$ cat src/design/ltsc_pkg.sv
// Types and constants for the line transceiver status/config block.
// Assumes a single 200 MHz register-port clock domain.
package ltsc_pkg;

    // ------------------------------------------------------------
    // Register map
    // ------------------------------------------------------------
    localparam int          LTSC_ADDR_W        = 2;
    localparam logic [1:0]  LTSC_ADDR_STATUS   = 2'h0;
    localparam logic [1:0]  LTSC_ADDR_LINE_CFG = 2'h1;
    localparam logic [7:0]  LTSC_LINE_CFG_RST  = 8'h00;
    localparam logic [7:0]  LTSC_READ_ZERO     = 8'h00;

    // ------------------------------------------------------------
    // Serial frame layout: header byte then data byte, MSB first
    // ------------------------------------------------------------
    localparam int          LTSC_FRAME_BITS    = 16;
    localparam logic [4:0]  LTSC_FRAME_CNT     = 5'h10;
    localparam logic [4:0]  LTSC_HDR_LAST      = 5'h07;
    localparam int          LTSC_WR_POS        = 15;
    localparam int          LTSC_ADDR_LSB      = 8;

    // ------------------------------------------------------------
    // Carriers
    // ------------------------------------------------------------
    typedef struct packed {
        logic receive_filter_select;
        logic fast_slew_select;
        logic line_sink_source_select;
        logic line_push_pull_select;
        logic line_driver_force_enable;
        logic line_soft_value;
        logic line_receiver_disable;
        logic line_current_sink_enable;
    } ltsc_line_cfg_t;

    // Comparator outputs from the analog front end
    typedef struct packed {
        logic line_high;
        logic aux_high;
        logic line_fault;
        logic low_rail_uv;
        logic supply_uv;
        logic temp_hot;
        logic temp_cool;
    } ltsc_mon_t;

    typedef struct packed {
        logic wake_irq;
        logic aux_fault_irq;
        logic input_pin_level;
        logic inverted_line_level;
        logic line_fault_irq;
        logic low_rail_uv_irq;
        logic supply_uv_irq;
        logic overtemp_irq;
    } ltsc_status_t;

    typedef struct packed {
        logic line_fault_flag;
        logic supply_uv_flag;
        logic overtemp_flag;
        logic low_rail_uv_enable;
    } ltsc_mode_flags_t;

    localparam int LTSC_MON_W  = $bits(ltsc_mon_t);
    localparam int LTSC_PIN_W  = LTSC_MON_W + 6;

endpackage : ltsc_pkg

$ cat src/design/ltsc_core.sv
// Status flags and line configuration register behind the serial port.
// Assumes comparator levels and MCU pins are asynchronous to i_clk and
// that the serial clock is well below a quarter of i_clk.
`timescale 1ns/10ps
`default_nettype none

module ltsc_core
    import ltsc_pkg::*;
(
    input  wire logic             i_clk,
    input  wire logic             i_reset_n,
    input  wire logic             i_spi_cs_n,
    input  wire logic             i_spi_sclk,
    input  wire logic             i_spi_sdi,
    output var  logic             o_spi_sdo,
    output var  logic             o_spi_sdo_oe,
    input  wire logic             i_driver_enable_pin,
    input  wire logic             i_transmit_input_a,
    input  wire logic             i_transmit_input_b,
    input  wire ltsc_mon_t        i_mon,
    input  wire logic             i_mode_wr,
    input  wire logic             i_mode_uv_enable,
    output var  ltsc_mode_flags_t o_mode_flags,
    output var  ltsc_line_cfg_t   o_line_cfg,
    output var  logic             o_line_out,
    output var  logic             o_line_oe,
    output var  logic             o_line_receive_out,
    output var  logic             o_input_level_out,
    output var  logic             o_undervoltage_out,
    output var  logic             o_interrupt_out_n
);

    // ------------------------------------------------------------
    // Pin synchronisers
    // ------------------------------------------------------------
    // Chip select idles high so reset never looks like a frame
    localparam logic [LTSC_PIN_W-1:0] SYNC_RST =
        {1'b1, {(LTSC_PIN_W-1){1'b0}}};

    logic [LTSC_PIN_W-1:0] sync1_ff;
    logic [LTSC_PIN_W-1:0] sync2_ff;
    logic                  cs_n;
    logic                  sclk;
    logic                  sdi;
    logic                  driver_enable_pin;
    logic                  tx_a;
    logic                  tx_b;
    ltsc_mon_t             mon;

    always_ff @(posedge i_clk or negedge i_reset_n) begin
        if (!i_reset_n) begin
            sync1_ff <= SYNC_RST;
            sync2_ff <= SYNC_RST;
        end else begin
            sync1_ff <= {i_spi_cs_n, i_spi_sclk, i_spi_sdi,
                         i_driver_enable_pin, i_transmit_input_a,
                         i_transmit_input_b, i_mon};
            sync2_ff <= sync1_ff;
        end
    end

    assign {cs_n, sclk, sdi, driver_enable_pin, tx_a, tx_b, mon} = sync2_ff;

    // ------------------------------------------------------------
    // Serial register port
    // ------------------------------------------------------------
    logic                       cs_n_d_ff;
    logic                       sclk_d_ff;
    logic [4:0]                 bit_cnt_ff;
    logic [LTSC_FRAME_BITS-1:0] shift_in_ff;
    logic [7:0]                 shift_out_ff;
    logic                       sclk_rise;
    logic                       sclk_fall;
    logic                       hdr_done;
    logic [7:0]                 hdr;
    logic                       rd_status;
    logic                       frame_end;
    logic [7:0]                 rd_data;
    ltsc_line_cfg_t             cfg_ff;
    ltsc_status_t               status;

    assign sclk_rise = ~cs_n & sclk & ~sclk_d_ff;
    assign sclk_fall = ~cs_n & ~sclk & sclk_d_ff;
    assign hdr_done  = sclk_rise && (bit_cnt_ff == LTSC_HDR_LAST);
    assign hdr       = {shift_in_ff[6:0], sdi};
    assign rd_status = hdr_done && !hdr[7]
                       && (hdr[LTSC_ADDR_W-1:0] == LTSC_ADDR_STATUS);
    assign frame_end = cs_n & ~cs_n_d_ff;

    always_comb begin
        if (hdr[LTSC_ADDR_W-1:0] == LTSC_ADDR_STATUS) begin
            rd_data = status;
        end else if (hdr[LTSC_ADDR_W-1:0] == LTSC_ADDR_LINE_CFG) begin
            rd_data = cfg_ff;
        end else begin
            rd_data = LTSC_READ_ZERO;
        end
    end

    always_ff @(posedge i_clk or negedge i_reset_n) begin
        if (!i_reset_n) begin
            cs_n_d_ff <= 1'b1;
            sclk_d_ff <= 1'b0;
        end else begin
            cs_n_d_ff <= cs_n;
            sclk_d_ff <= sclk;
        end
    end

    always_ff @(posedge i_clk or negedge i_reset_n) begin
        if (!i_reset_n) begin
            bit_cnt_ff  <= '0;
            shift_in_ff <= '0;
        end else if (cs_n) begin
            bit_cnt_ff  <= '0;
        end else if (sclk_rise) begin
            shift_in_ff <= {shift_in_ff[LTSC_FRAME_BITS-2:0], sdi};
            if (bit_cnt_ff != LTSC_FRAME_CNT) begin
                bit_cnt_ff <= bit_cnt_ff + 5'h01;
            end
        end
    end

    // Read data is snapshotted at header end, so clearing cannot tear it
    always_ff @(posedge i_clk or negedge i_reset_n) begin
        if (!i_reset_n) begin
            shift_out_ff <= '0;
            o_spi_sdo    <= 1'b0;
            o_spi_sdo_oe <= 1'b0;
        end else begin
            o_spi_sdo_oe <= ~cs_n;
            if (hdr_done) begin
                shift_out_ff <= rd_data;
            end else if (sclk_fall) begin
                o_spi_sdo    <= shift_out_ff[7];
                shift_out_ff <= {shift_out_ff[6:0], 1'b0};
            end
        end
    end

    // Writes commit only on a complete frame at chip-select release
    always_ff @(posedge i_clk or negedge i_reset_n) begin
        if (!i_reset_n) begin
            cfg_ff <= LTSC_LINE_CFG_RST;
        end else if (frame_end && bit_cnt_ff == LTSC_FRAME_CNT
                     && shift_in_ff[LTSC_WR_POS]
                     && shift_in_ff[LTSC_ADDR_LSB +: LTSC_ADDR_W]
                        == LTSC_ADDR_LINE_CFG) begin
            cfg_ff <= shift_in_ff[7:0];
        end
    end

    // ------------------------------------------------------------
    // Alarm flags; a set in the clearing cycle wins
    // ------------------------------------------------------------
    logic lf_irq_ff;
    logic lr_irq_ff;
    logic su_irq_ff;
    logic ot_irq_ff;
    logic ot_flag_ff;
    logic lr_uv_d_ff;
    logic su_uv_d_ff;
    logic ot_flag_d_ff;
    logic lr_en_ff;
    logic lr_rise;
    logic su_rise;
    logic ot_rise;

    assign lr_rise = mon.low_rail_uv & ~lr_uv_d_ff;
    assign su_rise = mon.supply_uv & ~su_uv_d_ff;
    assign ot_rise = ot_flag_ff & ~ot_flag_d_ff;

    always_ff @(posedge i_clk or negedge i_reset_n) begin
        if (!i_reset_n) begin
            lr_uv_d_ff   <= 1'b0;
            su_uv_d_ff   <= 1'b0;
            ot_flag_d_ff <= 1'b0;
        end else begin
            lr_uv_d_ff   <= mon.low_rail_uv;
            su_uv_d_ff   <= mon.supply_uv;
            ot_flag_d_ff <= ot_flag_ff;
        end
    end

    // Hysteresis keeps the warning from rearming while still warm
    always_ff @(posedge i_clk or negedge i_reset_n) begin
        if (!i_reset_n) begin
            ot_flag_ff <= 1'b0;
        end else if (mon.temp_hot) begin
            ot_flag_ff <= 1'b1;
        end else if (mon.temp_cool) begin
            ot_flag_ff <= 1'b0;
        end
    end

    always_ff @(posedge i_clk or negedge i_reset_n) begin
        if (!i_reset_n) begin
            lf_irq_ff <= 1'b0;
            lr_irq_ff <= 1'b0;
            su_irq_ff <= 1'b0;
            ot_irq_ff <= 1'b0;
        end else begin
            // Level set: a lasting fault re-flags right after a read
            lf_irq_ff <= mon.line_fault
                         | (lf_irq_ff & ~rd_status);
            lr_irq_ff <= lr_rise | (lr_irq_ff & ~rd_status);
            su_irq_ff <= su_rise | (su_irq_ff & ~rd_status);
            ot_irq_ff <= ot_rise | (ot_irq_ff & ~rd_status);
        end
    end

    always_ff @(posedge i_clk or negedge i_reset_n) begin
        if (!i_reset_n) begin
            lr_en_ff <= 1'b0;
        end else if (lr_rise) begin
            lr_en_ff <= 1'b1;
        end else if (i_mode_wr) begin
            lr_en_ff <= i_mode_uv_enable;
        end
    end

    always_comb begin
        status                     = '0;
        status.input_pin_level     = mon.aux_high;
        status.inverted_line_level = ~mon.line_high;
        status.line_fault_irq      = lf_irq_ff;
        status.low_rail_uv_irq     = lr_irq_ff;
        status.supply_uv_irq       = su_irq_ff;
        status.overtemp_irq        = ot_irq_ff;
    end

    always_ff @(posedge i_clk or negedge i_reset_n) begin
        if (!i_reset_n) begin
            o_interrupt_out_n  <= 1'b1;
            o_undervoltage_out <= 1'b0;
            o_mode_flags       <= '0;
        end else begin
            // Line level is kept out of the interrupt on purpose
            o_interrupt_out_n  <= ~(lf_irq_ff
                                  | (lr_irq_ff & lr_en_ff)
                                  | su_irq_ff
                                  | ot_irq_ff);
            o_undervoltage_out <= lr_en_ff & mon.low_rail_uv;
            o_mode_flags <= {mon.line_fault, mon.supply_uv,
                             ot_flag_ff, lr_en_ff};
        end
    end

    // ------------------------------------------------------------
    // Line port receiver and driver control
    // ------------------------------------------------------------
    logic line_level;
    logic drv_en;
    logic drv_on;

    // Transmit low drives the line high; soft value matters when high
    assign line_level = ~(tx_a & tx_b) | cfg_ff.line_soft_value;
    assign drv_en     = cfg_ff.line_driver_force_enable | driver_enable_pin;
    assign drv_on     = cfg_ff.line_push_pull_select
                        | (cfg_ff.line_sink_source_select
                           ? ~line_level : line_level);

    always_ff @(posedge i_clk or negedge i_reset_n) begin
        if (!i_reset_n) begin
            o_line_out         <= 1'b0;
            o_line_oe          <= 1'b0;
            o_line_receive_out <= 1'b1;
            o_input_level_out  <= 1'b1;
            o_line_cfg         <= LTSC_LINE_CFG_RST;
        end else begin
            o_line_out         <= line_level;
            o_line_oe          <= drv_en & drv_on;
            o_line_receive_out <= cfg_ff.line_receiver_disable
                                  | ~mon.line_high;
            o_input_level_out  <= ~mon.aux_high;
            // Filter, slew and sink bits steer the analog side directly
            o_line_cfg         <= cfg_ff;
        end
    end

endmodule : ltsc_core

`default_nettype wire

$ cat config.mk
export PLATFORM = sky130hd
export DESIGN_NAME = ltsc_core
export DESIGN_NICKNAME = d
export VERILOG_FILES = /design/src/design/ltsc_pkg.sv /design/src/design/ltsc_core.sv
export SDC_FILE = /design/constraint.sdc
export NUM_CORES = 1
export LEC_CHECK = 0
export BUFFER_PORTS_ARGS = -buffer_cell sky130_fd_sc_hd__buf_2
export CORE_MARGIN = 8
export CORE_UTILIZATION = 55
export DETAILED_ROUTE_END_ITERATION = 10
export PLACE_DENSITY = 0.79
export SYNTH_ARGS = -nofsm -noshare
export SYNTH_HDL_FRONTEND = slang
export SYNTH_SLANG_ARGS = --single-unit
export TNS_END_PERCENT = 100
$ cat constraint.sdc
create_clock -name i_clk -period 5.1 [get_ports i_clk]
set_clock_uncertainty 0.2 [all_clocks]
set_input_delay 0.51 -clock i_clk [delete_from_list [all_inputs] [get_ports i_clk]]
set_output_delay 0.51 -clock i_clk [all_outputs]
set_load 0.005 [all_outputs]
; ---- Word level (Yosys, flattened, before mapping)
; Cells that the tools add are included.
[totals]
out_inout_bits = 20
ff_bits = 92
elab_cells = 117
[op_classes]
bitwise = 41
n_eq_ne = 5
add_sub_neg = 1
n_reduce_logical = 16
mux = 12
[op_table]
columns = operator, n
row1 = two-way mux 8 bit, 4
row2 = bitwise AND 1 bit, 16
row3 = two-way mux 5 bit, 3
row4 = NOT 1 bit, 14
row5 = bitwise OR 1 bit, 11
row6 = nonzero test 2 bit, 5
row7 = logical AND 1 bit, 6
row8 = AND reduction 2 bit, 3
row9 = "adder 5 x 1 -> 5 bit, second input constant", 1
row10 = "== test 5 x 3 -> 1 bit, second input constant", 1
row11 = "== test 5 bit, second input constant", 1
row12 = two-way mux 1 bit, 5
row13 = "inequality test 5 bit, second input constant", 1
row14 = "== test 2 x 1 -> 1 bit, second input constant", 2
row15 = zero test 2 bit, 1
row16 = zero test 1 bit, 1

; ---- Longest topological paths before layout
[depth]
ltp_word = 9
mapped_depth = 7
mapped_depth_nobuf = 5

; ---- Worst setup path after synthesis
; OpenSTA, ideal clock, no wires.
[synth_timing]
kind = flip-flop to flip-flop
from = register sync2_ff[12]
to = register shift_out_ff[4]
synth_period_minus_slack_ns = 1.876
path_stages_with_launch = 5
path_slack_ns = 3.224
t_required_ns = 4.775
arrival_time_ns = 1.552
path_buffers = 1
cell_sequence = dfstp_2 buf_6 nor3b_2 mux2_2 mux2_2
[synth_via]
elab_chain_len = 5
[synth_rtl]
columns = element, line
row1 = from (decl), ltsc_core.sv:41  ; logic [LTSC_PIN_W-1:0] sync2_ff;
row2 = from (signal assigned), ltsc_core.sv:58  ; sync2_ff <= sync1_ff;
row3 = NOT 1 bit (no line) *, n/a
row4 = bitwise AND 1 bit (2 in series), ltsc_core.sv:82  ; assign sclk_rise = ~cs_n & sclk & ~sclk_d_ff;
row5 = logical AND 1 bit, ltsc_core.sv:84  ; assign hdr_done = sclk_rise && (bit_cnt_ff == LTSC_HDR_LAST);
row6 = two-way mux 8 bit or nonzero test 2 bit (tied branches), n/a
row7 = to (signal assigned), ltsc_core.sv:133  ; shift_out_ff <= rd_data;
row8 = to (signal assigned), ltsc_core.sv:136  ; shift_out_ff <= {shift_out_ff[6:0], 1'b0};
row9 = to (decl), ltsc_core.sv:71  ; logic [7:0] shift_out_ff;
; Every way passes the cells marked *; elsewhere a longest branch is shown, timed or not.
; A chain may end at the register's enable or synchronous reset.

; ---- Worst setup path after layout
[layout_timing]
from = register sync2_ff[12]
to = register shift_out_ff[5]
; The elaborated chain is that of the path after synthesis.

==> metrics.csv <==
stage,metric,value,unit
routing,number of vias in the routed layout,1833,
routing,vias per cell,5.178,
sta,Worst-Margin Slew,1174,ps
setup_path,reg-to-reg endpoint,shift_out_ff[5]$_DFFE_PN0P_,
setup_path,termination of the worst setup path,shift_out_ff[5]$_DFFE_PN0P_,
pwr,leakage,1.819,nW
worst_hold_path,Hold Crit Class,in -> reg,
synth,Synth Warn #,0,
global_route,largest net degree at the start of global routing,93,
sta,Slew Limit Fails,0,
floorplanning,Die ar.,8607,sq um
synth,Mapped Cells,237,
status,status,completed,
sta,RSZ-0062 raised after global routing,false,
final_layout,# diodes,0,
pwr,pwr/cell area,366.5,nW/um^2
sta,final setup margin,2671,ps
setup_path,R2R setup slack,2670,ps
routing,total routed wirelength,5.245,mm
routing,DR iter-0 viols,105,
clock_tree,Inserted Clock Buffers,9,
synth,unique cell type count in the Yosys netlist,40,
final_layout,share of cells above drive strength 1,27.60,%
global_route,vias in the first global route,1869,
synth,"Cell Area, Synth",3242,sq um
sta,Fin. Hold Viols,0,
run,# Max-Cap Violations,0,
floorplanning,Die Ht,92.78,um
floorplanning,Std-Cell Rows,28,
synth,"Seq/Total Area, Yosys",71.25,%
sta,fmax,411.8,MHz
setup_path,CP required,5130,ps
floorplanning,Starting Density,55.74,%
place,Setup Slack @ Placement,2677,ps
routing,First-pass DRT Iterations,4,
setup_path,R2R Path Start,sync2_ff[12]$_DFF_PN1_,
place,IO buf count,36,
setup_path,CP Max Fanout,21,
clock_tree,htree depth,3,
floorplanning,die width,92.78,um
routing,remaining antenna violation count,0,
pwr,peak supply drop,0.0002560,V
clock_tree,post_cts resized,0,
sta,setup TNS,0,ps
clock_tree,Clock Sinks,92,
clock_tree,insertion delay to the later sink of the worst-skew pair,350,ps
setup_path,Crit Path Class,reg -> reg,
routing,routed len/inst,14.82,um
clock_tree,# hold bufs at CTS,0,
synth,share of synthesized flip-flops with an asynchronous set or reset,100.0,%
floorplanning,Core ar.,5816,sq um
clock_tree,Setup Buffers After CTS,0,
sta,setup violators final,0,
clock_tree,Worst-path clk slew,90,ps
global_route,initial antenna violation count,0,
routing,DRC viols,0,
synth,Syn Area/Cell,13.68,sq um
synth,Mapped Nets,256,
sta,Final Cycle Share,47.62,%
clock_tree,clk root buf,clkbuf_8,
global_route,first-pass GRT wire length,8.963,mm
setup_path,critical path startpoint category,register,
final_layout,P&R area growth vs syn,12.89,%
sta,clock period minus worst slack,2429,ps
global_route,Total GRT Usage,13.27,%
setup_path,Setup crit start,sync2_ff[12]$_DFF_PN1_,
synth,Post-synth EDFFs,0,
place,hpwl dp,3.371,mm
clock_tree,Max Root-Sink Buffers,2,
synth,Main synth FF type,dfrtp_1,
floorplanning,# IOs,37,
final_layout,fin area,3660,sq um
setup_path,Worst Path Arrival,2460,ps
sta,Rel. slew slack,21.36,%
final_layout,fillcell total,454,
global_route,GR Overflow Total,0,
clock_tree,CTS tree,done,
place,GPL Wtd Cong,0.7408,
setup_path,crit path capture type,register,
synth,Seq cells post-synth,92,
final_layout,multi-input combinational cell area,828.3,sq um
final_layout,Nets,293,
final_layout,FF+latch area,2310,sq um
place,DP Area,3452,sq um
setup_path,Reg2Reg Depth,3,
[cells in the mapped netlist (3+ instances only)]
cell type	count	share of area, %
dfrtp_1	86	66
nand2_1	52	6.0
mux2_2	12	4.2
inv_1	10	1.2
mux2i_1	8	2.5
a221o_1	6	1.9
dfstp_2	6	4.9
a21oi_1	4	0.62
nand3_1	4	0.62
nor4_1	4	0.77
a22o_1	3	0.81
buf_2	3	0.46
buf_6	3	1.0
[placed cells by master, fill, tap and decap left out, types with 3 or more instances in the layout]
master,instances
clkbuf_8,9
clkinvlp_4,3
mux2i_1,8
a22o_1,3
a21oi_1,4
inv_1,10
dfstp_2,6
buf_2,35
nor4_1,4
mux2_2,12
dfrtp_1,86
a221o_1,6
nand3_1,4
nand2_1,52
[logic make-up after synthesis]
group	Yosys count	share of synthesized area, %
xor gates and xnor gates	1	0.2702
AOI/OAI and AO/OA	23	5.597
buffers and inverters	20	3.358
adders and majority gates	2	0.7718
and+or+nand+nor	79	12.12
muxes	20	6.638
DFF	92	71.25
[flip-flops by register name, indices dropped and copies added (netlist names), 4 cells and up]
register,cells
o_line_cfg,8
shift_in_ff,16
sync1_ff,13
cfg_ff,8
o_mode_flags,4
shift_out_ff,8
bit_cnt_ff,5
sync2_ff,13
[per-stage QoR]
step                utilization [%]  cells  hold slack [ps]  total power [W]
global placement              59.36    338            131.7        0.0008617
detailed placement            59.36    338            134.7        0.0008647
global route                  62.93    354            31.99         0.001404
finish                        62.93    354            53.44         0.001341
floorplan                         -    237            14.41        0.0008321
CTS                           62.93    354            38.80         0.001354
[worst min-delay path by stage]
stage,slack (ps),cells after the start,start,endpoint
3_3_place_gp,130,0,sync1_ff[2]$_DFF_PN0_,sync2_ff[2]$_DFF_PN0_
4_1_cts,40,1,i_mon[6],sync1_ff[6]$_DFF_PN0_
6_report,50,1,i_transmit_input_b,sync1_ff[7]$_DFF_PN0_
5_1_grt,30,1,i_mon[4],sync1_ff[4]$_DFF_PN0_
2_1_floorplan,10,0,i_reset_n,bit_cnt_ff[0]$_DFFE_PN0P_
3_5_place_dp,130,0,sync1_ff[1]$_DFF_PN0_,sync2_ff[1]$_DFF_PN0_
[layer usage]
layer	wire length [um]	global-route usage (%)
met1	2480	17.01
met5	0	0
met2	2452	19.94
met3	227	3.964
met4	85	6.980
[report_power, final]
part           switching (W)  internal, W
sequential         0.0000271     0.000765
clock               0.000258     0.000234
combinational      0.0000348    0.0000226
total               0.000320      0.00102
[area by class of cell]
cell class	count	area share (%)
inverter	10	1.026
multi-input combinational	125	22.63
clock inverter	7	2.291
tap	75	2.564
sequential	92	63.11
clock buffer	9	3.385
timing repair buffer	36	4.991
[worst max-delay path, cell delays in order, from the launching register on]
cell     delay [ps]
dfstp_2         430
nor3b_2         960
a21oi_1         340
a221o_1         380
(Power assumes the default switching activity.)
